`src/rtl/sched_maps_consts.vh`:
```
`ifndef SCHED_MAPS_CONSTS_VH
`define SCHED_MAPS_CONSTS_VH

// ****************************************************
// register byte offsets
// ****************************************************
`define ISO_DONE_OFF 12'h130
`define ISO_SKIP_OFF 12'h134
`define ISO_LAST_OFF 12'h138
`define INT_DONE_OFF 12'h140
`define INT_SKIP_OFF 12'h144
`define INT_LAST_OFF 12'h148
`define ASY_DONE_OFF 12'h150
`define ASY_SKIP_OFF 12'h154
`define ASY_LAST_OFF 12'h158
`define IRQ_STAT_OFF 12'h160
`define IRQ_MASK_OFF 12'h164
`define SCAN_CTRL_OFF 12'h168
`define SCAN_STAT_OFF 12'h16c

// ****************************************************
// reset values and widths
// ****************************************************
`define DONE_RST 32'h00000000
`define SKIP_RST 32'hffffffff
`define LAST_RST 32'h00000000
`define NSLOT 32
`define SLOT_W 5
`define CAT_ISO 2'h0
`define CAT_INT 2'h1
`define CAT_ASY 2'h2
// irq status bits: per category a completion and a pass wrap
`define IRQ_W 6

`endif

```
`src/rtl/descriptor_schedule_maps.v`:
```
// Local design decision: register access over Wishbone.
`timescale 1ns/1ps
`include "sched_maps_consts.vh"

// Function
// - each category's done map sets a slot bit when that descriptor completes
// - reading a done map returns bits then clears those that were set
// - done maps are read-only and reset to zero
// - a skipped slot is neither processed nor read even if valid
// - a skipped descriptor's link does not change the visit order
// - skip masks are read/write and reset to all ones
// - the marked slot is the last one checked in a pass
// - after the marked slot the pass restarts at slot zero
// - final markers are 32-bit read/write one-hot fields resetting to zero
// - three independent sets of done, skip and marker registers
module descriptor_schedule_maps (
	input wire clk_i,
	input wire rst_i,
	input wire cyc_i,
	input wire stb_i,
	input wire we_i,
	input wire [11:0] adr_i,
	input wire [3:0] sel_i,
	input wire [31:0] dat_i,
	input wire [95:0] valid_i,
	input wire [95:0] complete_i,
	output reg [31:0] dat_o,
	output wire ack_o,
	output wire err_o,
	output wire irq_o,
	output wire [95:0] visit_o,
	output wire [14:0] slot_o,
	output wire [2:0] wrap_o
);

	// ****************************************************
	// bus decode
	// ****************************************************
	reg ack;
	reg [95:0] skip;
	reg [95:0] last;
	reg [`IRQ_W-1:0] irq_stat;
	reg [`IRQ_W-1:0] irq_mask;
	reg [2:0] run;
	reg [11:0] hit_adr;
	reg [14:0] slot_q;
	wire req;
	wire [95:0] done;
	wire [95:0] done_gated;
	wire [2:0] visit;
	wire [2:0] wrap;
	wire [2:0] done_rd;
	wire [14:0] slot;
	wire known;
	wire wr;

	// register index: 0..12 for mapped words, 15 for unmapped
	function [3:0] decode;
		input [11:0] a;
		begin
			case (a)
				`ISO_DONE_OFF: decode = 4'h0;
				`ISO_SKIP_OFF: decode = 4'h1;
				`ISO_LAST_OFF: decode = 4'h2;
				`INT_DONE_OFF: decode = 4'h3;
				`INT_SKIP_OFF: decode = 4'h4;
				`INT_LAST_OFF: decode = 4'h5;
				`ASY_DONE_OFF: decode = 4'h6;
				`ASY_SKIP_OFF: decode = 4'h7;
				`ASY_LAST_OFF: decode = 4'h8;
				`IRQ_STAT_OFF: decode = 4'h9;
				`IRQ_MASK_OFF: decode = 4'ha;
				`SCAN_CTRL_OFF: decode = 4'hb;
				`SCAN_STAT_OFF: decode = 4'hc;
				default: decode = 4'hf;
			endcase
		end
	endfunction

	// byte-lane merge for writable words
	function [31:0] merge;
		input [31:0] old;
		input [31:0] nw;
		input [3:0] s;
		begin
			merge = {s[3] ? nw[31:24] : old[31:24],
				s[2] ? nw[23:16] : old[23:16],
				s[1] ? nw[15:8] : old[15:8],
				s[0] ? nw[7:0] : old[7:0]};
		end
	endfunction

	assign req = cyc_i & stb_i & ~ack;
	assign known = decode(adr_i) != 4'hf;
	// single-cycle answer; ack drops the cycle after it was given
	assign ack_o = ack & known;
	assign err_o = ack & ~known;
	assign wr = ack & we_i & known;

	always @(posedge clk_i) begin
		if (rst_i) begin
			ack <= 1'b0;
			hit_adr <= 12'h000;
		end else begin
			ack <= req;
			hit_adr <= adr_i;
		end
	end

	// ****************************************************
	// per-category maps and scanners
	// ****************************************************
	genvar c;
	generate
		for (c = 0; c < 3; c = c + 1) begin : cat
			localparam [3:0] DONE_IDX = c * 3;
			localparam [3:0] SKIP_IDX = c * 3 + 1;
			localparam [3:0] LAST_IDX = c * 3 + 2;
			// done map clears on the acknowledged read only
			assign done_rd[c] = ack & ~we_i &
				(decode(adr_i) == DONE_IDX);
			done_map u_done (
				.clk_i(clk_i),
				.rst_i(rst_i),
				.set_i(complete_i[32*c+31:32*c]),
				.clear_i(done_rd[c]),
				.map_o(done[32*c+31:32*c])
			);
			slot_scanner u_scan (
				.clk_i(clk_i),
				.rst_i(rst_i),
				.run_i(run[c]),
				.skip_i(skip[32*c+31:32*c]),
				.last_i(last[32*c+31:32*c]),
				.valid_i(valid_i[32*c+31:32*c]),
				.done_i(done[32*c+31:32*c]),
				.slot_o(slot[5*c+4:5*c]),
				.visit_o(visit[c]),
				.wrap_o(wrap[c]),
				.done_o(done_gated[32*c+31:32*c])
			);
			assign visit_o[32*c+31:32*c] = visit[c] ?
				(32'h00000001 << slot_q[5*c+4:5*c]) : 32'h00000000;

			always @(posedge clk_i) begin
				if (rst_i) begin
					skip[32*c+31:32*c] <= `SKIP_RST;
					last[32*c+31:32*c] <= `LAST_RST;
				end else if (wr) begin
					if (decode(adr_i) == SKIP_IDX) begin
						skip[32*c+31:32*c] <= merge(
							skip[32*c+31:32*c], dat_i, sel_i);
					end
					if (decode(adr_i) == LAST_IDX) begin
						last[32*c+31:32*c] <= merge(
							last[32*c+31:32*c], dat_i, sel_i);
					end
				end
			end
		end
	endgenerate

	// slot that the visit pulse refers to
	always @(posedge clk_i) begin
		if (rst_i) begin
			slot_q <= 15'h0000;
		end else begin
			slot_q <= slot;
		end
	end
	assign slot_o = slot_q;
	assign wrap_o = wrap;

	// ****************************************************
	// scan control and interrupts
	// ****************************************************
	wire [`IRQ_W-1:0] irq_ev;
	wire [2:0] any_done;
	assign any_done = {|complete_i[95:64], |complete_i[63:32],
		|complete_i[31:0]};
	assign irq_ev = {wrap, any_done};

	always @(posedge clk_i) begin
		if (rst_i) begin
			run <= 3'h0;
			irq_mask <= {`IRQ_W{1'b0}};
			irq_stat <= {`IRQ_W{1'b0}};
		end else begin
			if (wr && decode(adr_i) == 4'hb && sel_i[0]) begin
				run <= dat_i[2:0];
			end
			if (wr && decode(adr_i) == 4'ha && sel_i[0]) begin
				irq_mask <= dat_i[`IRQ_W-1:0];
			end
			// set wins over write-one-to-clear
			if (wr && decode(adr_i) == 4'h9 && sel_i[0]) begin
				irq_stat <= (irq_stat & ~dat_i[`IRQ_W-1:0]) | irq_ev;
			end else begin
				irq_stat <= irq_stat | irq_ev;
			end
		end
	end

	assign irq_o = |(irq_stat & irq_mask);

	// ****************************************************
	// read data, registered on the request edge
	// ****************************************************
	reg [31:0] next_dat;
	// a completion on the request edge is reported, else the clear loses it
	always @* begin
		case (decode(adr_i))
			4'h0: next_dat = done[31:0] | complete_i[31:0];
			4'h1: next_dat = skip[31:0];
			4'h2: next_dat = last[31:0];
			4'h3: next_dat = done[63:32] | complete_i[63:32];
			4'h4: next_dat = skip[63:32];
			4'h5: next_dat = last[63:32];
			4'h6: next_dat = done[95:64] | complete_i[95:64];
			4'h7: next_dat = skip[95:64];
			4'h8: next_dat = last[95:64];
			4'h9: next_dat = {26'h0000000, irq_stat};
			4'ha: next_dat = {26'h0000000, irq_mask};
			4'hb: next_dat = {29'h00000000, run};
			4'hc: next_dat = {17'h00000, slot_q};
			default: next_dat = 32'h00000000;
		endcase
	end

	always @(posedge clk_i) begin
		if (rst_i) begin
			dat_o <= 32'h00000000;
		end else if (req) begin
			dat_o <= next_dat;
		end
	end

endmodule

```
`src/rtl/done_map.v`:
```
`timescale 1ns/1ps
`include "sched_maps_consts.vh"

module done_map (
	input wire clk_i,
	input wire rst_i,
	input wire [31:0] set_i,
	input wire clear_i,
	output reg [31:0] map_o
);

	// ****************************************************
	// sticky completion bits, cleared by read
	// ****************************************************
	always @(posedge clk_i) begin
		if (rst_i) begin
			map_o <= `DONE_RST;
		end else if (clear_i) begin
			// new set wins over the read clear
			map_o <= set_i;
		end else begin
			map_o <= map_o | set_i;
		end
	end

endmodule

```
`src/rtl/slot_scanner.v`:
```
`timescale 1ns/1ps
`include "sched_maps_consts.vh"

module slot_scanner (
	input wire clk_i,
	input wire rst_i,
	input wire run_i,
	input wire [31:0] skip_i,
	input wire [31:0] last_i,
	input wire [31:0] valid_i,
	input wire [31:0] done_i,
	output reg [4:0] slot_o,
	output reg visit_o,
	output reg wrap_o,
	output reg [31:0] done_o
);

	// ****************************************************
	// one slot checked per clock
	// ****************************************************
	wire at_last;
	wire take;
	// with no marker set the whole table is scanned
	assign at_last = (last_i == 32'h00000000) ?
		(slot_o == 5'h1f) : last_i[slot_o];
	// skipped slots are never read; links play no part in order
	assign take = valid_i[slot_o] & ~skip_i[slot_o];

	always @(posedge clk_i) begin
		if (rst_i) begin
			slot_o <= 5'h00;
			visit_o <= 1'b0;
			wrap_o <= 1'b0;
			done_o <= 32'h00000000;
		end else begin
			visit_o <= run_i & take;
			wrap_o <= run_i & at_last;
			done_o <= done_i & ~skip_i;
			if (run_i) begin
				if (at_last) begin
					slot_o <= 5'h00;
				end else begin
					slot_o <= slot_o + 5'h01;
				end
			end
		end
	end

endmodule

```
`config.mk`:
```
export PLATFORM = sky130hd
export DESIGN_NAME = descriptor_schedule_maps
export DESIGN_NICKNAME = d
export VERILOG_FILES = /design/src/rtl/descriptor_schedule_maps.v /design/src/rtl/done_map.v /design/src/rtl/slot_scanner.v
export VERILOG_INCLUDE_DIRS = /design/src /design/src/rtl
export SDC_FILE = /design/constraint.sdc
export NUM_CORES = 1
export LEC_CHECK = 0
export ABC_AREA = 1
export BUFFER_PORTS_ARGS = -buffer_cell sky130_fd_sc_hd__clkbuf_2
export CAP_MARGIN = 25
export CELL_PAD_IN_SITES_DETAIL_PLACEMENT = 0
export CELL_PAD_IN_SITES_GLOBAL_PLACEMENT = 2
export CORE_ASPECT_RATIO = 1.5
export CORE_MARGIN = 2
export CORE_UTILIZATION = 32
export CTS_CLUSTER_SIZE = 16
export DETAILED_ROUTE_END_ITERATION = 8
export PLACE_DENSITY_LB_ADDON = 0.1
export SETUP_SLACK_MARGIN = 0.2
export SLEW_MARGIN = 20
export SYNTH_ARGS = -nofsm -noshare
export SYNTH_HDL_FRONTEND = slang
export SYNTH_SLANG_ARGS = --single-unit
```
`constraint.sdc`:
```
create_clock -name clk_i -period 3.5 [get_ports clk_i]
set_clock_uncertainty 0.05 [all_clocks]
set_input_delay 0.175 -clock clk_i [delete_from_list [all_inputs] [get_ports clk_i]]
set_output_delay 0.175 -clock clk_i [all_outputs]
set_load 0.005 [all_outputs]
```
==> summary.txt <==
CTS
  – Clock sink count: 372
  – Post-CTS setup buffer count: 0
  – CTS tree: done
  – Clock latency on the worst-skew pair: 590 ps
  – Root Driver: clkbuf_16
  – Number of H-tree levels: 2
  – CTS Buf Count: 42
  – Clock buffer depth: 3
  – Post_cts resized: 0
  – CTS clock-pin slew for the worst setup and hold paths: 60 ps

Setup path
  – Worst reg2reg endpoint: cat[0].u_scan.wrap_o
  – Reg-to-reg slack, setup: 1070 ps
  – Arrival time at the worst endpoint: 2860 ps
  – Crit start category: primary input
  – Crit-path cells: clkbuf_2 -> inv_1 -> nand2_1 -> nor2_4 -> inv_2 -> nor2_4 -> nand2_1 -> nand2_1 -> nor2_1 -> nand3_2 -> nand3_4 -> nor2_4 -> nand3_1 -> nand2_1 -> nor2_1
  – Crit path depth: 15
  – Reg-to-Reg Start: cat[0].u_scan.slot_o[0]
  – WP buf/inv: 3
  – Worst-path fanout max: 24
  – Worst-path cell with the longest stage delay: nor2_4
  – R2r worst-path depth: 11
  – Cell family with most CP delay: simple AND/OR/NAND/NOR gates
  – CP required: 3920 ps
  – Most common cell on crit path: nand2_1
  – Slowest cell delay on critical path: 520 ps
  – Endpoint type of the worst setup path: flop
  – Critical path class: in -> reg

Layout
  – Area of the multi-input gates: 10200 um2
  – Synth-to-Final Area Change: 27.1%
  – Layout cells sized above 1: 15.9%
  – Final net count: 3828
  – Sequential cell area: 7450 um2
  – Filler cells: 6683

STA
  – # setup viols final: 0
  – Final min period: 2440 ps
  – Least-Margin Pin Slew: 1050 ps
  – F_max: 0.410 GHz
  – Period utilization: 69.7%
  – Max_slew headroom: 29.9%
  – Final setup TNS: 0 ps
  – RSZ-0062 raised after global routing: false
  – Final Hold Fails: 0
  – Final-report max-slew violation count: 0

Drt
  – Drt first pass iters: 5
  – Initial drt markers: 1840
  – DRC errors left: 0
  – Met3 wire len: 4900 um
  – Wl on met1: 38600 um
  – Via density: 5.22
  – Wire per inst: 22.7 um
  – Metal2 WL: 49600 um
  – Antenna viol nets, final: 0
  – Vias: 22973
  – Top sig layer: met5
  – Post-Route WL: 99900 um

Worst hold path
  – Hold path start: rst_i
  – WHS Endpoint: skip[92]
  – HP Class: in -> reg
  – Hold path depth: 3

Global route
  – Largest net degree at the start of global routing: 159
  – Vias in the first global route: 22403
  – Grt ovf: 0
  – Initial antenna violation count: 4
  – Total GRT Usage: 30.2%
  – First-pass GRT wire length: 144000 um

Floorplan
  – Die area: 64100 um2
  – Starting Density: 32.4%
  – Core ar.: 61200 um2
  – Die X-Extent: 207 um
  – Row Count: 111
  – I/O Pins: 394
  – Vert. Die Dim: 309 um

Yosys
  – EDFF count, synth: 0
  – Sequential-to-total area share from yosys stat: 37.5%
  – Syn Inst Count: 3113
  – Area contributors post-synth: dfxtp_1, nor2_1, nand3_1
  – Seq cells post-synth: 372
  – Top FF cell, synth: dfxtp_1
  – Post-synth ARST share: 0%
  – Mapped Area: 19900 um2
  – Yosys warnings: 0
  – Yosys top cell by area: dfxtp_1
  – Area share of the largest cell type after synthesis: 37.5%
  – Net Count, Synth: 3364
  – Synth Area per Inst: 6.38 um2
  – Yosys cell types: 37

Pwr
  – Power per Cell Area: 372 nW/um2
  – Leak: 12.3 nW
  – Worst vdd ir: 0.309 mV
  – Overall power: 9.39 mW

Run
  – # Max-Cap Violations: 0

Placement
  – Dpl hpwl: 78800 um
  – IO Port Bufs: 393
  – Placer Congestion: 0.947

Status
  – Outcome: complete, no violations
==> state kept, by name, indices dropped and copies added (netlist names) <==
name / count
slot_o: 15
skip: 96
cat.u_scan.wrap_o: 3
irq_stat: 6
cat.u_scan.visit_o: 3
irq_mask: 6
cat.u_scan.slot_o: 15
dat_o: 32
run: 3
ack: 1
last: 96
cat.u_done.map_o: 96
==> power breakdown <==
group	switching [mW]	internal [mW]
Sequential	0.0226	4.31
Clock	1.88	2.42
Combinational	0.456	0.294
==> layer usage <==
| metal | up-vias | global-route usage [%] |
|---|---|---|
| li1 | 11130 | - |
| met1 | 10806 | 34.4 |
| met2 | 850 | 53.9 |
| met3 | 185 | 3.39 |
| met4 | 2 | 18.6 |
| met5 | - | 0 |
==> cells by family after synthesis <==
group / after synthesis / synth area share, %
AO/OA/AOI/OAI: 409 / 11.8
adder cells (fa/ha/maj): 6 / 0.378
XOR/XNOR: 3 / 0.132
AND/OR/NAND/NOR: 1741 / 38.9
buffers and inverters: 582 / 11.3
flip-flops: 372 / 37.5
==> cell usage after synthesis, types with 3 or more instances <==
cell       instances
nor2_1           607
nand2_1          496
nand3_1          437
inv_1            389
dfxtp_1          372
o21ai_0          144
o22ai_1          139
clkbuf_1         117
a21oi_1           85
nand4_1           84
nor3_1            38
nor4_1            33
buf_1             28
inv_2             18
o211ai_1          17
clkinv_1          16
o2111ai_1         11
nand2_4           10
nor2_4            10
buf_4              9
ha_1               6
nand2_2            6
nor2_2             6
a211oi_1           4
nand3_2            4
nor2_8             4
a21boi_0           3
buf_6              3
o32ai_1            3
or2_2              3
xor2_1             3
==> area by class of cell <==
class,count,area share [%]
inverter,423,6.31
clock buffer,61,4.89
timing repair buffer,579,14.9
sequential,372,29.5
multi-input combinational,2159,40.3
tap,791,3.92
clock inverter,6,0.149
antenna,6,0.0595
==> worst max path at each step <==
stage,start,slack (ps),end
after floorplan,adr_i[9],1680,last[60]
after global placement,adr_i[9],580,last[87]
after detailed placement,adr_i[9],570,last[87]
after CTS,cat[0].u_scan.slot_o[0],1150,cat[0].u_scan.wrap_o
after global routing,cat[0].u_scan.slot_o[0],900,cat[0].u_scan.wrap_o
final,adr_i[9],1060,last[18]
==> cell usage in the layout (no fill, tap or decap), types with 6 or more instances in the layout <==
cell type,instances
clkbuf_1,9
dfxtp_1,372
nand3_1,437
a21oi_1,85
nand2_2,6
o22ai_1,139
diode_2,6
nor2_4,10
inv_1,389
inv_2,18
nor2_2,6
nand2_4,10
clkbuf_2,392
nor3_1,38
clkbuf_16,43
o211ai_1,17
clkinv_1,15
nor2_1,607
nand4_1,84
buf_4,54
dlygate4sd3_1,128
o2111ai_1,11
nor4_1,33
o21ai_0,144
ha_1,6
clkbuf_8,9
nand2_1,496
==> worst register-to-register path, delay by kind of cell (launching register included) <==
kind | cells | cell delay [ps]
simple gates | 6 | 710
buf+inv | 2 | 440
compound gates | 3 | 430
flops | 1 | 710
==> timing repair <==
item,CTS,global route
hold buffers,128,0
setup endpoints to repair,0,0
hold endpoints to repair,195,0
==> per-stage QoR <==
stage / hold WS, ps / cell area (um2) / setup WS, ps / instances / utilization, %
2_1_floorplan: 238 / 19900 / 1680 / 3113 / -
3_3_place_gp: 376 / 22600 / 576 / 4195 / 37.0
3_5_place_dp: 385 / 22700 / 569 / 4196 / 37.0
4_1_cts: 84.7 / 25200 / 1150 / 4391 / 41.2
5_1_grt: 134 / 25200 / 903 / 4394 / 41.2
6_report: 101 / 25200 / 1060 / 4397 / 41.2
No activity file was read; power rests on OpenSTA's default activity.
